--- src/core/event_router_pkg.sv ---
// Shared constants and types for the event router
package event_router_pkg;
  localparam int N_EVENTS  = 105;  // Monitored event inputs
  localparam int N_OUTPUTS = 5;    // Output logic blocks
  localparam int N_IRQ     = 4;    // Outputs routed to the interrupt controller
  localparam int WAKE_IDX  = 4;    // Output routed to the clock_generation_unit
  localparam int WORD_W    = 32;   // Status word width
  localparam int N_WORDS   = 4;    // Status words per 105-bit group
  localparam int FLAT_W    = WORD_W * N_WORDS;  // Padded status width
  localparam int MODE_W    = 2;    // Sensitivity field width per event

  // Per-event sensitivity choice, in field order 0..3
  typedef enum logic [MODE_W-1:0] {
    SENSE_HIGH,
    SENSE_LOW,
    SENSE_RISE,
    SENSE_FALL
  } sense_e;

  localparam logic FLAG_RST = 1'b0;  // Reset value of every flag and status bit
endpackage

--- src/core/ev_link_if.sv ---
// Carrier of raw and pending event vectors between router stages
`timescale 1ns/1ps
`default_nettype none
interface ev_link_if #(
  parameter int N = event_router_pkg::N_EVENTS
);
  logic [N-1:0] raw;      // Output of sensitivity stage
  logic [N-1:0] pending;  // Raw gated by the global mask

  // Detection stage drives, consumers only look
  modport src (output raw, output pending);
  modport dst (input raw, input pending);
endinterface
`default_nettype wire

--- src/core/event_detect.sv ---
// Pin synchroniser, sensitivity selection, edge latch and global mask
`timescale 1ns/1ps
`default_nettype none
module event_detect #(
  parameter int N = event_router_pkg::N_EVENTS
) (
  // Clock and reset
  input  wire logic           sys_clk_in,
  input  wire logic           rst_in,
  // Event sources and configuration
  input  wire logic [N-1:0]   event_in,
  input  wire logic [2*N-1:0] sense_mode_in,
  input  wire logic [N-1:0]   global_mask_in,
  input  wire logic [N-1:0]   edge_clear_in,
  // Results toward the output blocks
  ev_link_if.src              link
);
  logic [N-1:0] sync1_ff;  // First synchroniser stage, read only by sync2_ff
  logic [N-1:0] sync2_ff;  // Second synchroniser stage
  logic [N-1:0] prev_ff;   // Previous synchronised level for edge detect
  logic [N-1:0] edge_ff;   // Sticky edge flags

  localparam int ARM_D = 3;  // Edges until prev_ff holds a real pin sample
  logic [ARM_D-1:0] arm_ff;  // Ones shift in after reset; top bit arms edge detect
  logic [N-1:0] nxt_raw;   // Sensitivity stage result
  logic [N-1:0] raw_ff;    // Registered raw status
  logic [N-1:0] pend_ff;   // Registered pending status

  // Two-stage synchroniser, pins are asynchronous
  always_ff @(posedge sys_clk_in) begin
    if (rst_in) begin
      sync1_ff <= '0;
      sync2_ff <= '0;
      prev_ff  <= '0;
      arm_ff   <= '0;
    end else begin
      sync1_ff <= event_in;
      sync2_ff <= sync1_ff;
      prev_ff  <= sync2_ff;
      arm_ff   <= {arm_ff[ARM_D-2:0], 1'b1};
    end
  end

  // Per-event edge latch and sensitivity mux
  for (genvar i = 0; i < N; i++) begin : g_evt
    event_router_pkg::sense_e mode;  // Decoded mode of this event
    logic                     rise;  // Rising edge seen this cycle
    logic                     fall;  // Falling edge seen this cycle
    assign mode = event_router_pkg::sense_e'(sense_mode_in[2*i +: 2]);
    // Reset zeros in the pipeline would fake an edge on a pin that idles high
    assign rise = arm_ff[ARM_D-1] & sync2_ff[i] & ~prev_ff[i];
    assign fall = arm_ff[ARM_D-1] & ~sync2_ff[i] & prev_ff[i];

    // Set beats clear so a coincident edge is never lost
    always_ff @(posedge sys_clk_in) begin
      if (rst_in) begin
        edge_ff[i] <= event_router_pkg::FLAG_RST;
      end else if ((mode == event_router_pkg::SENSE_RISE && rise) ||
                   (mode == event_router_pkg::SENSE_FALL && fall)) begin
        edge_ff[i] <= 1'b1;
      end else if (edge_clear_in[i]) begin
        edge_ff[i] <= 1'b0;
      end
    end

    // Level modes follow the pin, edge modes read the latch
    always_comb begin
      case (mode)
        event_router_pkg::SENSE_HIGH: nxt_raw[i] = sync2_ff[i];
        event_router_pkg::SENSE_LOW:  nxt_raw[i] = ~sync2_ff[i];
        event_router_pkg::SENSE_RISE: nxt_raw[i] = edge_ff[i];
        event_router_pkg::SENSE_FALL: nxt_raw[i] = edge_ff[i];
        default:                      nxt_raw[i] = 1'b0;
      endcase
    end

    // Sticky edge flag holds until cleared
    a_edge_hold: assert property (@(posedge sys_clk_in) disable iff (rst_in)
      edge_ff[i] && !edge_clear_in[i] |=> edge_ff[i])
      else $error("edge flag dropped without clear");

    // Qualified rising edge in rise mode shows on raw two edges later
    a_rise_raw: assert property (@(posedge sys_clk_in) disable iff (rst_in)
      mode == event_router_pkg::SENSE_RISE && rise |=> (mode == event_router_pkg::SENSE_RISE |=> raw_ff[i]))
      else $error("rising edge not seen on raw");
  end

  // Raw and pending stages, one cycle each
  always_ff @(posedge sys_clk_in) begin
    if (rst_in) begin
      raw_ff  <= '0;
      pend_ff <= '0;
    end else begin
      raw_ff  <= nxt_raw;
      pend_ff <= raw_ff & global_mask_in;
    end
  end

  assign link.raw     = raw_ff;
  assign link.pending = pend_ff;

  // Pending is exactly the masked raw of the cycle before
  a_pend_gate: assert property (@(posedge sys_clk_in) disable iff (rst_in)
    !$past(rst_in) |-> pend_ff == $past(raw_ff & global_mask_in))
    else $error("pending does not match masked raw");

  // Synchronised level lags the pin by two edges
  a_sync_delay: assert property (@(posedge sys_clk_in) disable iff (rst_in)
    !$past(rst_in) && !$past(rst_in, 2) |-> sync2_ff == $past(event_in, 2))
    else $error("synchroniser delay wrong");
endmodule
`default_nettype wire

--- src/core/output_block.sv ---
// One output block: pending AND own mask, OR-reduced
`timescale 1ns/1ps
`default_nettype none
module output_block #(
  parameter int N = event_router_pkg::N_EVENTS
) (
  // Clock and reset
  input  wire logic         sys_clk_in,
  input  wire logic         rst_in,
  // Pending events and this block's mask
  ev_link_if.dst            link,
  input  wire logic [N-1:0] out_mask_in,
  // Per-event products and block output
  output logic      [N-1:0] product_out,
  output logic              hit_out
);
  logic [N-1:0] prod_ff;  // Masked pending products
  logic         hit_ff;   // OR of all products

  // Products and their OR registered in the same cycle
  always_ff @(posedge sys_clk_in) begin
    if (rst_in) begin
      prod_ff <= '0;
      hit_ff  <= event_router_pkg::FLAG_RST;
    end else begin
      prod_ff <= link.pending & out_mask_in;
      hit_ff  <= |(link.pending & out_mask_in);
    end
  end

  assign product_out = prod_ff;
  assign hit_out     = hit_ff;

  // Block output equals OR of its visible products
  a_or_reduce: assert property (@(posedge sys_clk_in) disable iff (rst_in)
    hit_ff == (|prod_ff))
    else $error("block output disagrees with products");

  // Products track pending and mask of the previous cycle
  a_prod_map: assert property (@(posedge sys_clk_in) disable iff (rst_in)
    !$past(rst_in) |-> prod_ff == $past(link.pending & out_mask_in))
    else $error("products do not track mask");
endmodule
`default_nettype wire

--- src/core/event_router.sv ---
// Event router top: detection, global mask, five output blocks, status words
`timescale 1ns/1ps
`default_nettype none

module event_router #(
  parameter int N_EVENTS  = event_router_pkg::N_EVENTS,
  parameter int N_OUTPUTS = event_router_pkg::N_OUTPUTS
) (
  // Clock and reset
  input  wire logic                                    sys_clk_in,
  input  wire logic                                    rst_in,
  // Event sources, asynchronous
  input  wire logic [N_EVENTS-1:0]                     event_in,
  // Configuration
  input  wire logic [2*N_EVENTS-1:0]                   sense_mode_in,
  input  wire logic [N_EVENTS-1:0]                     global_mask_in,
  input  wire logic [N_OUTPUTS*N_EVENTS-1:0]           out_mask_in,
  // Edge flag clears, one pulse per event
  input  wire logic [N_EVENTS-1:0]                     edge_clear_in,
  // Status words
  output logic      [event_router_pkg::FLAT_W-1:0]     raw_status_out,
  output logic      [event_router_pkg::FLAT_W-1:0]     pending_out,
  output logic      [N_OUTPUTS*event_router_pkg::FLAT_W-1:0] out_pending_out,
  output logic      [N_OUTPUTS-1:0]                    out_status_out,
  // Routed outputs
  output logic      [event_router_pkg::N_IRQ-1:0]      irq_out,
  output logic                                         wake_out
);
  localparam int FW    = event_router_pkg::FLAT_W;  // Padded status width
  localparam int PAD_W = FW - N_EVENTS;             // Zero bits above the events

  // Refuse sizes that do not fit the status words or routing
  // Padding needs at least one bit, else the zero fill is empty
  if (N_EVENTS < 1 || N_EVENTS >= FW) begin : g_bad_events
    $error("N_EVENTS must lie in 1..FLAT_W-1");
  end
  if (N_OUTPUTS != event_router_pkg::N_OUTPUTS) begin : g_bad_outputs
    $error("N_OUTPUTS must match the routing of irq and wake outputs");
  end

  // Vectors shared by the detection stage and output blocks
  ev_link_if #(.N(N_EVENTS)) link ();

  logic [N_OUTPUTS*N_EVENTS-1:0] product;   // Products of all blocks
  logic [N_OUTPUTS-1:0]          hit;       // Block outputs

  logic [FW-1:0]                 raw_ff;    // Raw status words
  logic [FW-1:0]                 pend_ff;   // Pending status words
  logic [N_OUTPUTS*FW-1:0]       opend_ff;  // Output pending words
  logic [N_OUTPUTS-1:0]          ostat_ff;  // Output status word
  logic [event_router_pkg::N_IRQ-1:0] irq_ff;  // Interrupt lines
  logic                          wake_ff;   // Wake-up line

  // Detection: sync, sensitivity, edge latch, global mask
  event_detect #(
    .N (N_EVENTS)
  ) u_detect (
    .sys_clk_in     (sys_clk_in),
    .rst_in         (rst_in),
    .event_in       (event_in),
    .sense_mode_in  (sense_mode_in),
    .global_mask_in (global_mask_in),
    .edge_clear_in  (edge_clear_in),
    .link           (link.src)
  );

  // Five parallel output blocks, each sees every pending bit
  for (genvar o = 0; o < N_OUTPUTS; o++) begin : g_blk
    output_block #(
      .N (N_EVENTS)
    ) u_blk (
      .sys_clk_in  (sys_clk_in),
      .rst_in      (rst_in),
      .link        (link.dst),
      .out_mask_in (out_mask_in[o*N_EVENTS +: N_EVENTS]),
      .product_out (product[o*N_EVENTS +: N_EVENTS]),
      .hit_out     (hit[o])
    );
  end

  // Raw and pending words, unused top bits read as zero
  // Zero padding keeps word layout fixed if N_EVENTS shrinks
  always_ff @(posedge sys_clk_in) begin
    if (rst_in) begin
      raw_ff  <= '0;
      pend_ff <= '0;
    end else begin
      raw_ff  <= {{PAD_W{1'b0}}, link.raw};
      pend_ff <= {{PAD_W{1'b0}}, link.pending};
    end
  end

  // Output pending words, four words per block
  for (genvar o = 0; o < N_OUTPUTS; o++) begin : g_opend
    always_ff @(posedge sys_clk_in) begin
      if (rst_in) begin
        opend_ff[o*FW +: FW] <= '0;
      end else begin
        opend_ff[o*FW +: FW] <= {{PAD_W{1'b0}}, product[o*N_EVENTS +: N_EVENTS]};
      end
    end
  end

  // Output status and routed lines share one sampling edge
  // Keeping them in step lets software trust the status word
  always_ff @(posedge sys_clk_in) begin
    if (rst_in) begin
      ostat_ff <= '0;
      irq_ff   <= '0;
      wake_ff  <= event_router_pkg::FLAG_RST;
    end else begin
      ostat_ff <= hit;
      irq_ff   <= hit[event_router_pkg::N_IRQ-1:0];
      wake_ff  <= hit[event_router_pkg::WAKE_IDX];
    end
  end

  // Every output straight from a flip-flop
  assign raw_status_out  = raw_ff;
  assign pending_out     = pend_ff;
  assign out_pending_out = opend_ff;
  assign out_status_out  = ostat_ff;
  assign irq_out         = irq_ff;
  assign wake_out        = wake_ff;

  // Raw word mirrors detection result one edge later
  a_raw_words: assert property (@(posedge sys_clk_in) disable iff (rst_in)
    !$past(rst_in) |-> raw_status_out[N_EVENTS-1:0] == $past(link.raw))
    else $error("raw status word stale");

  // Pending word never shows a bit whose global mask was off
  a_pend_masked: assert property (@(posedge sys_clk_in) disable iff (rst_in)
    !$past(rst_in, 3) |-> (pending_out[N_EVENTS-1:0] & ~$past(global_mask_in, 2)) == '0)
    else $error("pending shows masked event");

  // Padding above the events reads as zero
  a_pad_zero: assert property (@(posedge sys_clk_in) disable iff (rst_in)
    raw_status_out[FW-1:N_EVENTS] == '0 && pending_out[FW-1:N_EVENTS] == '0)
    else $error("padding bits not zero");

  // Interrupt lines agree with the status word
  a_irq_route: assert property (@(posedge sys_clk_in) disable iff (rst_in)
    irq_out == out_status_out[event_router_pkg::N_IRQ-1:0])
    else $error("irq lines disagree with status");

  // Wake line agrees with the status word
  a_wake_route: assert property (@(posedge sys_clk_in) disable iff (rst_in)
    wake_out == out_status_out[event_router_pkg::WAKE_IDX])
    else $error("wake line disagrees with status");

  // Status bit set exactly when that block had any product
  a_stat_or: assert property (@(posedge sys_clk_in) disable iff (rst_in)
    !$past(rst_in) |-> out_status_out[0] == $past(|product[N_EVENTS-1:0]))
    else $error("status bit not OR of products");

  // Output pending word of the last block follows its products
  a_opend_map: assert property (@(posedge sys_clk_in) disable iff (rst_in)
    !$past(rst_in) |-> out_pending_out[(N_OUTPUTS-1)*FW +: N_EVENTS] ==
      $past(product[(N_OUTPUTS-1)*N_EVENTS +: N_EVENTS]))
    else $error("last block pending word stale");

  // Steady high level in high mode shows on wake after seven sampled edges
  a_level_wake: assert property (@(posedge sys_clk_in) disable iff (rst_in)
    (event_in[0] && sense_mode_in[1:0] == 2'h0 && global_mask_in[0] &&
     out_mask_in[event_router_pkg::WAKE_IDX*N_EVENTS])[*7] |-> wake_out)
    else $error("high level did not wake");
endmodule
`default_nettype wire

--- config.mk ---
export PLATFORM = sky130hd
export DESIGN_NAME = event_router
export DESIGN_NICKNAME = d
export VERILOG_FILES = /design/src/core/event_router_pkg.sv /design/src/core/ev_link_if.sv /design/src/core/event_detect.sv /design/src/core/output_block.sv /design/src/core/event_router.sv
export SDC_FILE = /design/constraint.sdc
export NUM_CORES = 2
export LEC_CHECK = 0
export BUFFER_PORTS_ARGS = -buffer_cell sky130_fd_sc_hd__buf_4
export CELL_PAD_IN_SITES_DETAIL_PLACEMENT = 1
export CELL_PAD_IN_SITES_GLOBAL_PLACEMENT = 1
export CORE_AREA = 2 2 754 756
export DETAILED_ROUTE_END_ITERATION = 16
export DIE_AREA = 0 0 756 758
export PLACE_DENSITY = 0.32
export SYNTH_ARGS = -nofsm -noshare
export SYNTH_HDL_FRONTEND = slang
export SYNTH_SLANG_ARGS = --single-unit
--- constraint.sdc ---
create_clock -name sys_clk_in -period 1.4 [get_ports sys_clk_in]
set_input_delay 0 -clock sys_clk_in [delete_from_list [all_inputs] [get_ports sys_clk_in]]
set_output_delay 0 -clock sys_clk_in [all_outputs]
set_load 0.01 [all_outputs]
==> Word level (Yosys, flattened, before mapping) <==
Cells that the tools add are included.
{ "totals": {"regBits": 2069, "in_bits": 1052, "output_inout_bits": 906, "elab_cells": 2041} }
{ "classes": {"n_reduce_logical": 635, "n_mux": 316, "n_eq_ne": 315, "bitwise_logic": 636} }
{ "ops": {"columns": ["op", "count"], "rows": [
  ["$and 105x105->105", 6],
  ["$reduce_or 105->1", 5],
  ["$and 1x1->1", 420],
  ["$eq 2x2->1 const B", 210],
  ["$pmux 1 s3", 105],
  ["$mux 1", 211],
  ["$eq 2x1->1 const B", 105],
  ["$logic_and 1x1->1", 210],
  ["$logic_not 2->1", 105],
  ["$not 1->1", 210],
  ["$reduce_bool 2->1", 105],
  ["$reduce_or 2->1", 105],
  ["$logic_or 1x1->1", 105]
]} }

==> Longest topological paths before layout <==
{ "logic_depth": {"depth_word": 6, "mapped_depth": 5, "ltp_nobuf": 5} }

==> Cells and area by module <==
Synthesis repeated with hierarchy kept, for this count alone.
{ "hier_totals": {"hier_cells": 5544, "hier_area_um2": 58966.6} }
{ "by_module_without_submodules": {"columns": ["module", "instances", "area_each_um2", "cells_per_inst", "seq_area_each_um2"], "rows": [
  ["event_detect", 1, 21954.8, 1990, 12672.2],
  ["event_router", 1, 21015.2, 1729, 14814.2],
  ["output_block", 5, 3199.3, 365, 2122.0]
]} }

==> Worst setup path after synthesis <==
OpenSTA, ideal clock, no wires.
{ "synth_path": {"path_kind": "flip-flop to flip-flop", "from": "register u_detect.pend_ff[74], in the netlist u_detect.link.pending[74]", "to": "register g_blk[2].u_blk.hit_ff", "stages_incl_launch_ff": 6, "slack_ns": 0.080, "path_buffers": 0, "arrival_ns": 1.188, "t_required_ns": 1.268, "cell_sequence": "dfxtp_1 > a22o_1 > a221oi_1 > nand4_1 > nor4_1 > a21oi_1"} }
{ "synth_via": {"elab_chain_cells": 2} }
{ "synth_lines": {"columns": ["item", "line_no", "rtl"], "rows": [
  ["from (decl)", "event_detect.sv:27", "logic [N-1:0] pend_ff;"],
  ["from (signal assigned)", "event_detect.sv:95", "pend_ff <= raw_ff & global_mask_in;"],
  ["$and 105x105->105", "output_block.sv:27", "hit_ff <= |(link.pending & out_mask_in);"],
  ["$reduce_or 105->1", "output_block.sv:27", null],
  ["to (signal assigned)", "output_block.sv:24", "hit_ff <= event_router_pkg::FLAG_RST;"],
  ["to (signal assigned)", "output_block.sv:27", null],
  ["to (decl)", "output_block.sv:18", "logic hit_ff;"]
]} }
No other way between the ends.
A chain may end at the register's enable or synchronous reset.

==> Final worst setup path <==
{ "layout_path": {"from": "register u_detect.pend_ff[44], in the netlist u_detect.link.pending[44]", "to": "register g_blk[3].u_blk.hit_ff"} }
{ "layout_via": {"elab_chain_cells": 2} }
{ "layout_lines": {"columns": ["item", "line_no"], "rows": [
  ["$and 105x105->105", "output_block.sv:27"],
  ["$reduce_or 105->1", "output_block.sv:27"],
  ["to (signal assigned)", "output_block.sv:24"],
  ["to (signal assigned)", "output_block.sv:27"],
  ["to (decl)", "output_block.sv:18"]
]} }
No other way between the ends.

==> metrics.txt <==
Avg Inst Size Synth=11.3 µm²; Startpoint Class=register; r2r startpoint=u_detect.link.pending[44]; Crit path top cell by count=buf_4; crit path to=g_blk[3].u_blk.hit_out; Syn Std Cell Area=58600 µm²; Worst Path Class, Setup=register to register; Multi-input gate area=19600 µm²; crit-path max cell delay=0.40 ns; via-per-instance ratio=3.39; max-cap violations=0; area grow syn2layout=111%; clock sink count=1903; Routed WL per cell=36.6 µm; Remaining DRCs=0; Die Width=756 µm; IO Count=1958; drt first pass iters=5; CORE AREA=564000 µm²; finished layout cell area=123000 µm²; root buffer cell=clkbuf_16; Power Dens Cells=1200 nW/µm²; Cell Chain, Critical Path=a222oi_1 -> buf_4 -> nand4_1 -> nor4_2 -> buf_4 -> a31oi_1; final setup violation count=430; leakage power=50.9 nW; Vias=60072; RSZ-0062 raised after global routing=yes; Yosys reg bits=1903; Final Hold Fails=0; Iteration-0 DRC Markers=3357; filler instances=63831; Initial Util=10.4%; post-synthesis cell type count=24; worst hold path type=primary input to register; Final ANT Viol Nets=0; non-filler cells, final=17706; CTS buffer count=276; worst path buffer plus inverter count=2; post-DP HPWL=553000 µm; register area share after synthesis=65.0%; vias in the first global route=64753; clock-pin slew on the worst setup and hold paths=0.06 ns; Total GRT Usage=21.8%; GPL Wtd Cong=0.878; Post-Place Cell Area=88500 µm²; Worst path slowest cell=nor4_2; min cycle time layout=1.98 ns; CTS tree=done; Nets=10865; fraction of layout cells with a size suffix above 1=39.1%; die area=573000 µm²; setup total negative slack=-15.68 ns; critical path's top delay family=simple AND/OR/NAND/NOR gates; I/O Buffers=1796; status=finished, violations left; Ys Warns=0; register area=39200 µm²; drt total wl=648000 µm; Worst EP arrival=2.81 ns; FMAX=505 MHz; Worst-Skew Late Latency=1.00 ns; final worst slack=-0.578 ns; Clock Tree Buf Depth=4; Max Transition Viols Final=0; worst reg2reg endpoint=g_blk[3].u_blk.hit_out; first-pass GRT wire length=785000 µm; failing checks=setup timing; H-tree levels=5; Crit. Startpoint=u_detect.link.pending[44]; Worst slew margin=54.6%; Setup Skew=0.0843 ns; largest net degree at the start of global routing=74; Cell Rows=276; Cells after DPL=15075; data required time of the worst path=2.23 ns; initial antenna violation count=518; total power=148 mW; R2R Setup Slk=-0.58 ns; CP Capture Type=register; crit share post-route=141%; peak supply drop=0.000912 V; R2R depth=6; Chip Height=758 µm; Crit Path Max Fanout=2; critical path depth in cells=6; grt ovf=0; Mapped Cells=5187; worst-margin pin slew=0.681 ns
[synth_stat cells]
master / count / area [µm²]
a32oi_1: 105 / 920
a222oi_1: 5 / 50.1
a21oi_1: 211 / 1060
nor2b_1: 1057 / 6610
nor3_1: 4 / 20.0
nand4_1: 40 / 250
buf_4: 166 / 1250
buf_1: 2 / 7.51
nor2_1: 210 / 788
a31oi_1: 4 / 25.0
a221oi_2: 7 / 105
dfxtp_1: 1903 / 38100
a22oi_1: 127 / 953
nand3_1: 12 / 60.1
nand2b_1: 210 / 1310
a221oi_1: 57 / 499
and2_1: 630 / 3940
conb_1: 1 / 3.75
a22o_1: 64 / 561
mux2i_1: 105 / 1050
nor4_1: 10 / 62.6
inv_1: 106 / 398
buf_2: 42 / 210
clkbuf_1: 109 / 409
[layer usage]
metal | global-route usage, % | vias up | share of wire (%)
li1 | - | 26217 | -
met1 | 25.3 | 29705 | 40
met2 | 37.3 | 2938 | 47
met3 | 6.33 | 1062 | 7.3
met4 | 9.03 | 150 | 5.1
met5 | 0 | - | 0.15
[metrics by stage]
step / util [%] / setup WS [ns] / hold WS [ns]
after floorplan: - / 0.0802 / 0.122
after global placement: 15.7 / -0.841 / 0.211
after detailed placement: 15.7 / -0.849 / 0.218
after CTS: 21.8 / -0.533 / 0.000347
after global routing: 21.8 / -0.602 / 0.0116
final: 21.9 / -0.578 / 0.0297
[worst min-delay path by stage]
| stage | slack (ns) | cells past startpoint | endpoint | from |
|---|---|---|---|---|
| floorplan | 0.12 | 1 | g_blk[0].u_blk.product_out[0] | out_mask_in[0] |
| global placement | 0.21 | 2 | u_detect.sync1_ff[14] | event_in[14] |
| detailed placement | 0.22 | 2 | u_detect.sync1_ff[45] | event_in[45] |
| CTS | 0.0003 | 3 | g_blk[2].u_blk.product_out[49] | out_mask_in[259] |
| global route | 0.01 | 3 | u_detect.link.pending[91] | global_mask_in[91] |
| finish | 0.03 | 4 | u_detect.link.raw[72] | sense_mode_in[145] |
[area by class of cell]
| cell class | instances | share of cell area (%) |
|---|---|---|
| flip-flops and latches | 1903 | 31.7 |
| multi-input cells | 3019 | 15.9 |
| clock inverters | 107 | 1.34 |
| well taps | 7506 | 7.60 |
| clock buffers | 389 | 6.42 |
| diodes | 169 | 0.342 |
| repair buffers | 4507 | 36.4 |
| inverters | 106 | 0.322 |
[state kept, by name (all words and copies together) (netlist names)]
name,count
wake_out,1
g_blk.u_blk.product_out,525
u_detect.sync2_ff,105
pending_out,105
u_detect.edge_ff,105
u_detect.prev_ff,105
g_blk.u_blk.hit_out,5
raw_status_out,105
u_detect.arm_ff,3
out_status_out,4
u_detect.sync1_ff,105
u_detect.link.pending,105
u_detect.link.raw,105
out_pending_out,525
[worst reg2reg max path: cells and delay by family (launching register included)]
kind,cells,cell delay [ns]
simple gates,2,0.65
compound gates,2,0.44
buf+inv,2,0.38
flops,1,0.36
[power breakdown]
group | internal [mW] | leakage [nW] | switching, mW
Clock | 44.6 | 4.67 | 30.8
Sequential | 55.0 | 15.8 | 0.522
Combinational | 7.90 | 30.4 | 8.88
Total | 108 | 50.9 | 40.2
[cell usage in the layout (no fill, tap or decap), types with 25 or more instances in the layout]
cell	count
a221oi_1	31
clkbuf_1	56
a221oi_2	29
clkbuf_8	55
a32oi_1	105
mux2i_1	105
clkbuf_16	279
diode_2	169
a21oi_1	205
inv_1	106
clkinv_2	41
dlygate4sd3_1	1954
a22o_1	58
bufinv_16	25
nor2_1	208
nand2b_1	202
dfxtp_1	1115
and2_1	619
buf_4	1569
dfxtp_2	754
nand4_1	40
buf_12	236
a22oi_1	109
nor2b_2	30
conb_1	161
buf_6	658
nor2b_1	1009
dfxtp_4	34
buf_8	83
[cells by family after synthesis]
group                  count (synthesis)  synth area share, %
AOI/OAI and AO/OA                    580                 7.11
muxes                                105                 1.79
other                                  1              0.00639
DFF                                 1903                 65.0
buffers and inverters                425                 3.87
and+or+nand+nor                     2173                 22.3
[repair_timing]
item                                   in CTS  in global routing
hold buffers                             1963                  0
endpoints found under the hold margin    1420                  0
resized for setup                        1784                 97
setup endpoints to repair                 970                811
buffers inserted                            8                  2
pin swaps                                  30                 15
gates cloned                                0                  1
(Power assumes the default switching activity.)
